[src/rtl/input_check_params.svh]
/*
  constants for the input check and alarm configuration register.
  assumes it is included by bare name from the package and the design.
*/
`ifndef INPUT_CHECK_PARAMS_SVH
`define INPUT_CHECK_PARAMS_SVH
`define CTRL_ADDR        7'h01
`define CTRL_RESET       16'h050e
`define BIT_CHECKER      15
`define BIT_AUTO_CLEAR   12
`define BIT_ODD_PARITY   11
`define BIT_WORD_PARITY  10
`define BIT_FRAME_PARITY 9
`define BIT_INVERT_I     6
`define BIT_INVERT_Q     5
`define BIT_GAP_TWO      3
`define BIT_GAP_ONE      2
`define BIT_COLLISION    1
`define GOOD_RUN         7'h40
`endif

[src/rtl/input_check_pkg.sv]
/*
  types shared by the input check block and its bench.
  assumes input_check_params.svh is on the include path.
*/
`default_nettype none
package input_check_pkg;
  `include "input_check_params.svh"
  // one received sample with its parity sources
  typedef struct packed {
    logic [15:0] inphase;
    logic [15:0] quadrature;
    logic        check_bit;
    logic        frame;
  } sample_t;
  // sticky alarm flags
  typedef struct packed {
    logic pattern_mismatch;
    logic parity_error;
    logic gap_two;
    logic gap_one;
    logic collision;
  } alarms_t;
  // fifo pointer events
  typedef struct packed {
    logic gap_two;
    logic gap_one;
    logic collision;
  } fifo_events_t;
endpackage
`default_nettype wire

[src/rtl/input_check_alarm_config.sv]
/*
  input check and alarm configuration register with the checks it steers:
  pattern checker, parity check, auto alarm clear, channel inversion,
  fifo pointer alarms and output shut-off.
  assumes register writes arrive decoded from the serial configuration
  interface on clk; samples and fifo events are on clk; the transmit
  enable pin is asynchronous and is synchronised here.
*/
`timescale 1ns/100ps
`default_nettype none
`include "input_check_params.svh"

// Contract
// - checker bit 15 set runs pattern compare on received words.
// - checker enabled forces both converter outputs off.
// - auto-clear bit 12 clears alarms after 64 consecutive good samples.
// - without auto-clear, alarms hold until software clears them.
// - parity-sense bit 11: zero even, one odd.
// - word-parity bit 10 checks parity of the in-phase word of every received sample.
// - frame-parity bit 9 takes parity bit from frame signal.
// - bit 6 complements in-phase channel data.
// - bit 5 complements quadrature channel data.
// - bit 3 enables the pointers-two-apart alarm.
// - bit 2 enables the pointers-one-apart alarm.
// - bit 1 enables the pointer collision alarm.
// - register at address 0x01, reset value 0x050e.
// - unmasked collision alarm with shut-off enabled and output-gone mask clear turns outputs off.
module input_check_alarm_config
  import input_check_pkg::*;
(
  // clock and reset
  input  wire logic                        clk,
  input  wire logic                        reset,
  // register port from the serial interface
  input  wire logic                        reg_write,
  input  wire logic [6:0]                  reg_addr,
  input  wire logic [15:0]                 reg_wdata,
  output logic      [15:0]                 reg_rdata,
  input  wire logic                        alarm_clear,
  // received data path
  input  wire logic                        sample_valid,
  input  wire input_check_pkg::sample_t    sample,
  input  wire logic [15:0]                 expected_inphase,
  input  wire logic [15:0]                 expected_quadrature,
  // fifo pointer events
  input  wire input_check_pkg::fifo_events_t fifo_events,
  // output gating
  input  wire logic                        tx_enable_pin,
  input  wire logic                        sif_tx_enable,
  input  wire logic                        collision_shutoff_enable,
  input  wire logic                        collision_alarm_mask,
  input  wire logic                        output_gone_mask,
  // results
  output input_check_pkg::alarms_t         alarms,
  output logic      [15:0]                 inphase_output,
  output logic      [15:0]                 quadrature_output,
  output logic                             outputs_active
);
  import input_check_pkg::*;

  logic [15:0] ctrl_q;
  alarms_t     alarms_q;
  alarms_t     set_d;
  logic [6:0]  good_q;
  logic        good_run;
  logic        tx_meta_q;
  logic        tx_sync_q;
  logic [15:0] inph_q;
  logic [15:0] quad_q;
  logic        active_q;
  logic        checker_on;
  logic        parity_on;
  logic        parity_src;
  logic        parity_bad;
  logic        pattern_bad;
  logic        shutoff;

  // configuration register, write at its address only
  always_ff @(posedge clk or posedge reset) begin
    if (reset) begin
      ctrl_q <= `CTRL_RESET;
    end else if (reg_write && reg_addr == `CTRL_ADDR) begin
      ctrl_q <= reg_wdata;
    end
  end

  // read back: register at its address, else zero
  always_comb begin
    reg_rdata = 16'h0000;
    if (reg_addr == `CTRL_ADDR) begin
      reg_rdata = ctrl_q;
    end
  end

  // pattern check on each received word, parity check on its in-phase word
  assign checker_on  = ctrl_q[`BIT_CHECKER];
  assign pattern_bad = checker_on && sample_valid &&
    ((sample.inphase != expected_inphase) ||
     (sample.quadrature != expected_quadrature));
  assign parity_on   = ctrl_q[`BIT_WORD_PARITY] ||
                       ctrl_q[`BIT_FRAME_PARITY];
  // frame wins as the parity source when selected
  assign parity_src  = ctrl_q[`BIT_FRAME_PARITY] ? sample.frame
                                                  : sample.check_bit;
  // total ones even for even sense, odd for odd sense
  assign parity_bad  = parity_on && sample_valid &&
    ((^sample.inphase ^ parity_src) != ctrl_q[`BIT_ODD_PARITY]);

  // events that set alarm flags this cycle
  always_comb begin
    set_d                  = '0;
    set_d.pattern_mismatch = pattern_bad;
    set_d.parity_error     = parity_bad;
    set_d.gap_two   = fifo_events.gap_two && ctrl_q[`BIT_GAP_TWO];
    set_d.gap_one   = fifo_events.gap_one && ctrl_q[`BIT_GAP_ONE];
    set_d.collision = fifo_events.collision &&
                      ctrl_q[`BIT_COLLISION];
  end

  // run of consecutive error-free samples; restarts once it has cleared
  always_ff @(posedge clk or posedge reset) begin
    if (reset) begin
      good_q <= 7'h00;
    end else if (sample_valid || good_run) begin
      if (pattern_bad || parity_bad || good_run) begin
        good_q <= 7'h00;
      end else begin
        good_q <= good_q + 7'h01;
      end
    end
  end
  assign good_run = ctrl_q[`BIT_AUTO_CLEAR] && (good_q == `GOOD_RUN);

  // sticky alarms; a new event wins over any clear
  always_ff @(posedge clk or posedge reset) begin
    if (reset) begin
      alarms_q <= '0;
    end else if (alarm_clear || good_run) begin
      alarms_q <= set_d;
    end else begin
      alarms_q <= alarms_q | set_d;
    end
  end
  assign alarms = alarms_q;

  // transmit enable pin synchroniser
  always_ff @(posedge clk or posedge reset) begin
    if (reset) begin
      tx_meta_q <= 1'b0;
      tx_sync_q <= 1'b0;
    end else begin
      tx_meta_q <= tx_enable_pin;
      tx_sync_q <= tx_meta_q;
    end
  end

  // collision shut-off when option on and both alarms unmasked
  assign shutoff = collision_shutoff_enable && !collision_alarm_mask &&
                   !output_gone_mask && alarms_q.collision;

  // output enable: checker or shut-off overrides the enables
  always_ff @(posedge clk or posedge reset) begin
    if (reset) begin
      active_q <= 1'b0;
    end else begin
      active_q <= tx_sync_q && sif_tx_enable &&
                  !checker_on && !shutoff;
    end
  end
  assign outputs_active = active_q;

  // channel data with optional complement, muted while inactive
  always_ff @(posedge clk or posedge reset) begin
    if (reset) begin
      inph_q <= 16'h0000;
      quad_q <= 16'h0000;
    end else if (sample_valid) begin
      inph_q <= ctrl_q[`BIT_INVERT_I] ? ~sample.inphase
                                       : sample.inphase;
      quad_q <= ctrl_q[`BIT_INVERT_Q] ? ~sample.quadrature
                                       : sample.quadrature;
    end
  end
  assign inphase_output    = active_q ? inph_q : 16'h0000;
  assign quadrature_output = active_q ? quad_q : 16'h0000;

  // checks
  reset_value_a: assert property (
    @(posedge clk) $fell(reset) |-> ctrl_q == `CTRL_RESET)
    else $error("control register not at reset value");

  reg_write_a: assert property (
    @(posedge clk) disable iff (reset)
    reg_write && reg_addr == `CTRL_ADDR |=> ctrl_q == $past(reg_wdata))
    else $error("control write not stored");

  checker_mute_a: assert property (
    @(posedge clk) disable iff (reset)
    checker_on |=> !outputs_active)
    else $error("outputs active while checker enabled");

  mismatch_flag_a: assert property (
    @(posedge clk) disable iff (reset)
    checker_on && sample_valid &&
    sample.inphase != expected_inphase |=> alarms.pattern_mismatch)
    else $error("pattern mismatch not flagged");

  parity_sense_a: assert property (
    @(posedge clk) disable iff (reset)
    ctrl_q[`BIT_WORD_PARITY] && !ctrl_q[`BIT_FRAME_PARITY] &&
    sample_valid &&
    ((^sample.inphase ^ sample.check_bit) != ctrl_q[`BIT_ODD_PARITY])
    |=> alarms.parity_error)
    else $error("parity error not flagged");

  frame_parity_a: assert property (
    @(posedge clk) disable iff (reset)
    ctrl_q[`BIT_FRAME_PARITY] && sample_valid &&
    ((^sample.inphase ^ sample.frame) != ctrl_q[`BIT_ODD_PARITY])
    |=> alarms.parity_error)
    else $error("frame parity error not flagged");

  alarm_hold_a: assert property (
    @(posedge clk) disable iff (reset)
    alarms.collision && !alarm_clear && !good_run
    |=> alarms.collision [*1])
    else $error("alarm dropped without clear");

  gap_mask_a: assert property (
    @(posedge clk) disable iff (reset)
    !alarms.gap_one && !ctrl_q[`BIT_GAP_ONE] && !alarm_clear
    |=> !alarms.gap_one)
    else $error("disabled gap alarm raised");

  auto_clear_a: assert property (
    @(posedge clk) disable iff (reset)
    good_run && !(|set_d) |=> alarms == '0)
    else $error("alarms not auto cleared");

  invert_i_a: assert property (
    @(posedge clk) disable iff (reset)
    sample_valid && ctrl_q[`BIT_INVERT_I]
    |=> inph_q == ~$past(sample.inphase))
    else $error("in-phase not complemented");

  shutoff_a: assert property (
    @(posedge clk) disable iff (reset)
    shutoff |=> !outputs_active)
    else $error("collision did not shut off outputs");

  tx_gate_a: assert property (
    @(posedge clk) disable iff (reset)
    !tx_sync_q || !sif_tx_enable |=> !outputs_active)
    else $error("outputs active without transmit enables");

  checker_off_a: assert property (
    @(posedge clk) disable iff (reset)
    !checker_on && !alarms.pattern_mismatch |=> !alarms.pattern_mismatch)
    else $error("mismatch flagged while checker disabled");

  parity_off_a: assert property (
    @(posedge clk) disable iff (reset)
    !parity_on && !alarms.parity_error |=> !alarms.parity_error)
    else $error("parity error flagged while parity check disabled");

  gap_two_a: assert property (
    @(posedge clk) disable iff (reset)
    fifo_events.gap_two && ctrl_q[`BIT_GAP_TWO] |=> alarms.gap_two)
    else $error("enabled two apart alarm not raised");

  gap_one_a: assert property (
    @(posedge clk) disable iff (reset)
    fifo_events.gap_one && ctrl_q[`BIT_GAP_ONE] |=> alarms.gap_one)
    else $error("enabled one apart alarm not raised");

  collision_flag_a: assert property (
    @(posedge clk) disable iff (reset)
    fifo_events.collision && ctrl_q[`BIT_COLLISION] |=> alarms.collision)
    else $error("enabled collision alarm not raised");

  run_restart_a: assert property (
    @(posedge clk) disable iff (reset)
    good_run |=> good_q == 7'h00)
    else $error("good sample run not restarted after auto clear");

  invert_q_a: assert property (
    @(posedge clk) disable iff (reset)
    sample_valid && ctrl_q[`BIT_INVERT_Q]
    |=> quad_q == ~$past(sample.quadrature))
    else $error("quadrature not complemented");

  cover_checker_c: cover property (
    @(posedge clk) disable iff (reset)
    checker_on && pattern_bad);
  cover_autoclear_c: cover property (
    @(posedge clk) disable iff (reset)
    good_run && |alarms_q);
  cover_parity_c: cover property (
    @(posedge clk) disable iff (reset) parity_bad);
  cover_shutoff_c: cover property (
    @(posedge clk) disable iff (reset) shutoff && tx_sync_q);
  cover_invert_c: cover property (
    @(posedge clk) disable iff (reset) sample_valid && ctrl_q[`BIT_INVERT_Q]);
endmodule
`default_nettype wire

[config.mk]
export PLATFORM = sky130hd
export DESIGN_NAME = input_check_alarm_config
export DESIGN_NICKNAME = d
export VERILOG_FILES = /design/src/rtl/input_check_pkg.sv /design/src/rtl/input_check_alarm_config.sv
export VERILOG_INCLUDE_DIRS = /design/src /design/src/rtl
export SDC_FILE = /design/constraint.sdc
export NUM_CORES = 1
export LEC_CHECK = 0
export BUFFER_PORTS_ARGS = -buffer_cell sky130_fd_sc_hd__buf_2
export CORE_MARGIN = 8
export CORE_UTILIZATION = 52
export CTS_CLUSTER_SIZE = 10
export DETAILED_ROUTE_END_ITERATION = 8
export GPL_ROUTABILITY_DRIVEN = 0
export GPL_TIMING_DRIVEN = 1
export HOLD_SLACK_MARGIN = 0.12
export PLACE_DENSITY_LB_ADDON = 0.12
export SYNTH_ARGS = -nofsm -noshare
export SYNTH_HDL_FRONTEND = slang
export SYNTH_SLANG_ARGS = --single-unit
[constraint.sdc]
create_clock -name clk -period 4.2 [get_ports clk]
set_clock_uncertainty 0.2 [all_clocks]
set_input_delay 0.21 -clock clk [delete_from_list [all_inputs] [get_ports clk]]
set_output_delay 0.21 -clock clk [all_outputs]
set_load 0.005 [all_outputs]
==> results.toml <==
[status]
status = "finished clean"

[timing]
worst_hold_slack_ps = 163
final-setup-viol-count = 0
fmax_mhz = 414
timing.final.hold_violations = 0
tns_ps = 0
maxSlewViolCount = 0
slew_headroom_pct = 35.7
fin_crit_sh_pct = 57.5
finalWorstSetupSlack_ps = 1780
grt_setup_unrepaired = "no"
fin_crit_ps = 2420
tightest_slew_ps = 964

[clock_network]
clk_path_buf_depth = 2
cts-root-buf = "clkbuf_8"
cts-htree-levels = 3
clk_latency_ps = 330
clkTransAtPathRegs_ps = 80
numCtsBuffers = 9
cts_tree = "yes"
clock-sinks = 63
cts_setup_buffers = 0

[critical_path]
cp_cell_sequence = "dlygate4sd3_1 -> buf_2 -> xor2_1 -> nor4_1 -> nand4_1 -> o211ai_1 -> o211ai_1 -> nor2_1"
cp.buffers_inverters = 2
critPathMaxFanout = 6
crit_start = "sample[15]"
critPathMaxStageDelay_ps = 530
slowest_stage = "dlygate4sd3_1"
r2r-start = "ctrl_q[11]"
crit_top_cell = "o211ai_1"
crit_path_start_kind = "primary input"
cp.required_ps = 4260
worst_setup_path_end_kind = "flip-flop"
path_class = "primary input to flip-flop"
crit_family = "simple AND/OR/NAND/NOR gates"
cp.arrival_ps = 2470

[detailed_routing]
drt_iter0_markers = 113
antenna_left = 0
wl_per_cell_um = 17.0
vias = 3176
viasPerCell = 4.99
highest_layer = "met4"
route.met3.wl_um = 883
firstDrtPassIters = 5
wl_met2_mm = 5.41
drc = 0
wl_met1_mm = 4.37
totalWireLength_mm = 10.8

[die]
fp-row-count = 30
die_area_um2 = 9730
die_y_um = 98.6
die_w_um = 98.6
io_pins = 156
core_area_um2 = 6720
initial_core_util_pct = 52.8

[logic_synthesis]
synth_cell_type_count = 30
synth_top_area_cell = "dfrtp_1"
syn-mean-instance-area_um2 = 10.3
ys_seq_elements = 63
synth_cells = 345
synth_top_area_share_pct = 40.9
synth-seq-area-share_pct = 44.6
synth_area_leaders = "dfrtp_1, xnor2_1, xor2_1"
syn-num-nets = 449
yosys_warnings = 0
synth_area_um2 = 3550

[final_layout]
fin_cells = 637
areaGrowthSynthToFinish_pct = 45.8
antennaDiodeCount = 0
num-fill-cells = 461
regArea_um2 = 1580
drive_gt1_share_pct = 35.4
final_nets = 656
multi_input_area_um2 = 1880

[global_routing]
grt_max_degree = 40
grt_pass1_vias = 3554
track_usage_pct = 22.8
grt_first_pass_wirelength_mm = 17.7
grt.overflow.total = 0
antenna_found_initial = 0

[placed_design]
portBuffers = 155
dp.cells = 565
post-place-ws_ps = 1660
hpwl_mm = 7.64

[pwr]
p_leak_nw = 2.55
power.density_nw_per_um2 = 344
power.total_w = 0.00178
ir_drop_v = 0.000263

[hold_path]
hold_path_startpoint = "tx_meta_q"
min_path_type = "flip-flop to flip-flop"

[job]
maxCapViolations = 0
==> state kept, by name, summed over array words and instances (netlist names) <==
| name | flops |
|---|---|
| alarms | 5 |
| quad_q | 16 |
| outputs_active | 1 |
| good_q | 7 |
| tx_meta_q | 1 |
| tx_sync_q | 1 |
| inph_q | 16 |
| ctrl_q | 16 |
==> synth_stat cells, drive strengths merged <==
| library cell | number |
|---|---|
| inv | 4 |
| clkbuf | 11 |
| xnor3 | 1 |
| and2 | 48 |
| dfstp | 5 |
| xnor2 | 47 |
| o21ai | 1 |
| dfrtp | 58 |
| nor2 | 42 |
| o32ai | 1 |
| nand2 | 7 |
| mux2 | 16 |
| a22o | 3 |
| nor4bb | 1 |
| xor2 | 37 |
| o211ai | 2 |
| a21oi | 32 |
| buf | 6 |
| nor4b | 1 |
| nor3 | 1 |
| mux2i | 2 |
| nand4b | 1 |
| nand4 | 5 |
| a21o | 1 |
| or4 | 1 |
| ha | 2 |
| nor4 | 9 |
==> report_power, final <==
part	internal, W	switching [W]	total, W
clock	0.000411	0.000236	0.000647
combinational	0.000216	0.000172	0.000388
sequential	0.000680	0.0000683	0.000748
total	0.00131	0.000476	0.00178
==> cell families after synthesis <==
logic type / synth area share (%)
DFF: 44.6
xor gates and xnor gates: 21.4
and+or+nand+nor: 18.0
buffers and inverters: 2.43
AOI/OAI and AO/OA: 6.27
adders and majority gates: 0.705
muxes: 6.69
==> final cells by class <==
class	count	share of cell area, %
inverters	4	0.290
well taps	80	1.93
clock buffers	11	2.73
repair buffers	213	26.1
multi-input cells	261	36.3
clock inverters	5	2.03
flip-flops and latches	63	30.6
==> cell usage in the layout (no fill, tap or decap), drive strengths merged, types with 4 or more instances in the layout <==
master and n:
buf 157, dfrtp 58, dlygate4sd3 56, and2 48, xnor2 47, nor2 42, xor2 37, a21oi 32
mux2 16, clkbuf 11, nor4 9, nand2 7, nand4 5, dfstp 5, inv 4
==> worst reg2reg max path: cells and delay by family, from the launching register on <==
family	cells	cell delay, ps
XOR/XNOR	4	920
AO/OA/AOI/OAI	1	430
flip-flops	1	410
AND/OR/NAND/NOR	1	120
==> metrics by stage <==
stage	cell area [um^2]	utilization (%)
after global routing	5180	77.1
final	5180	77.1
after global placement	4370	65.0
after CTS	5180	77.1
after detailed placement	4370	65.0
after floorplan	3550	-
==> routing by layer <==
metal	vias up	GRT usage, %
met2	123	40.3
met5	-	0
li1	1557	-
met3	14	7.68
met4	0	7.20
met1	1482	25.1
==> timing repair <==
item                      in CTS  in global routing
gates resized for setup        0                  0
hold endpoints to repair      79                  0
hold buffers                  56                  0
==> path summary, 6_finish.rpt <==
| path | to | slack [ps] | cells past startpoint |
|---|---|---|---|
| setup / recovery | good_q[6] | 1780 | 8 |
| hold / removal | tx_sync_q | 160 | 0 |
| setup reg to reg | good_q[6] | 2000 | 6 |
| hold reg to reg | tx_sync_q | 160 | 0 |
| max in group asynchronous | quad_q[9] | 2590 | 4 |
| min in group asynchronous | quad_q[15] | 320 | 3 |
Power figures use the tool's default switching activity.
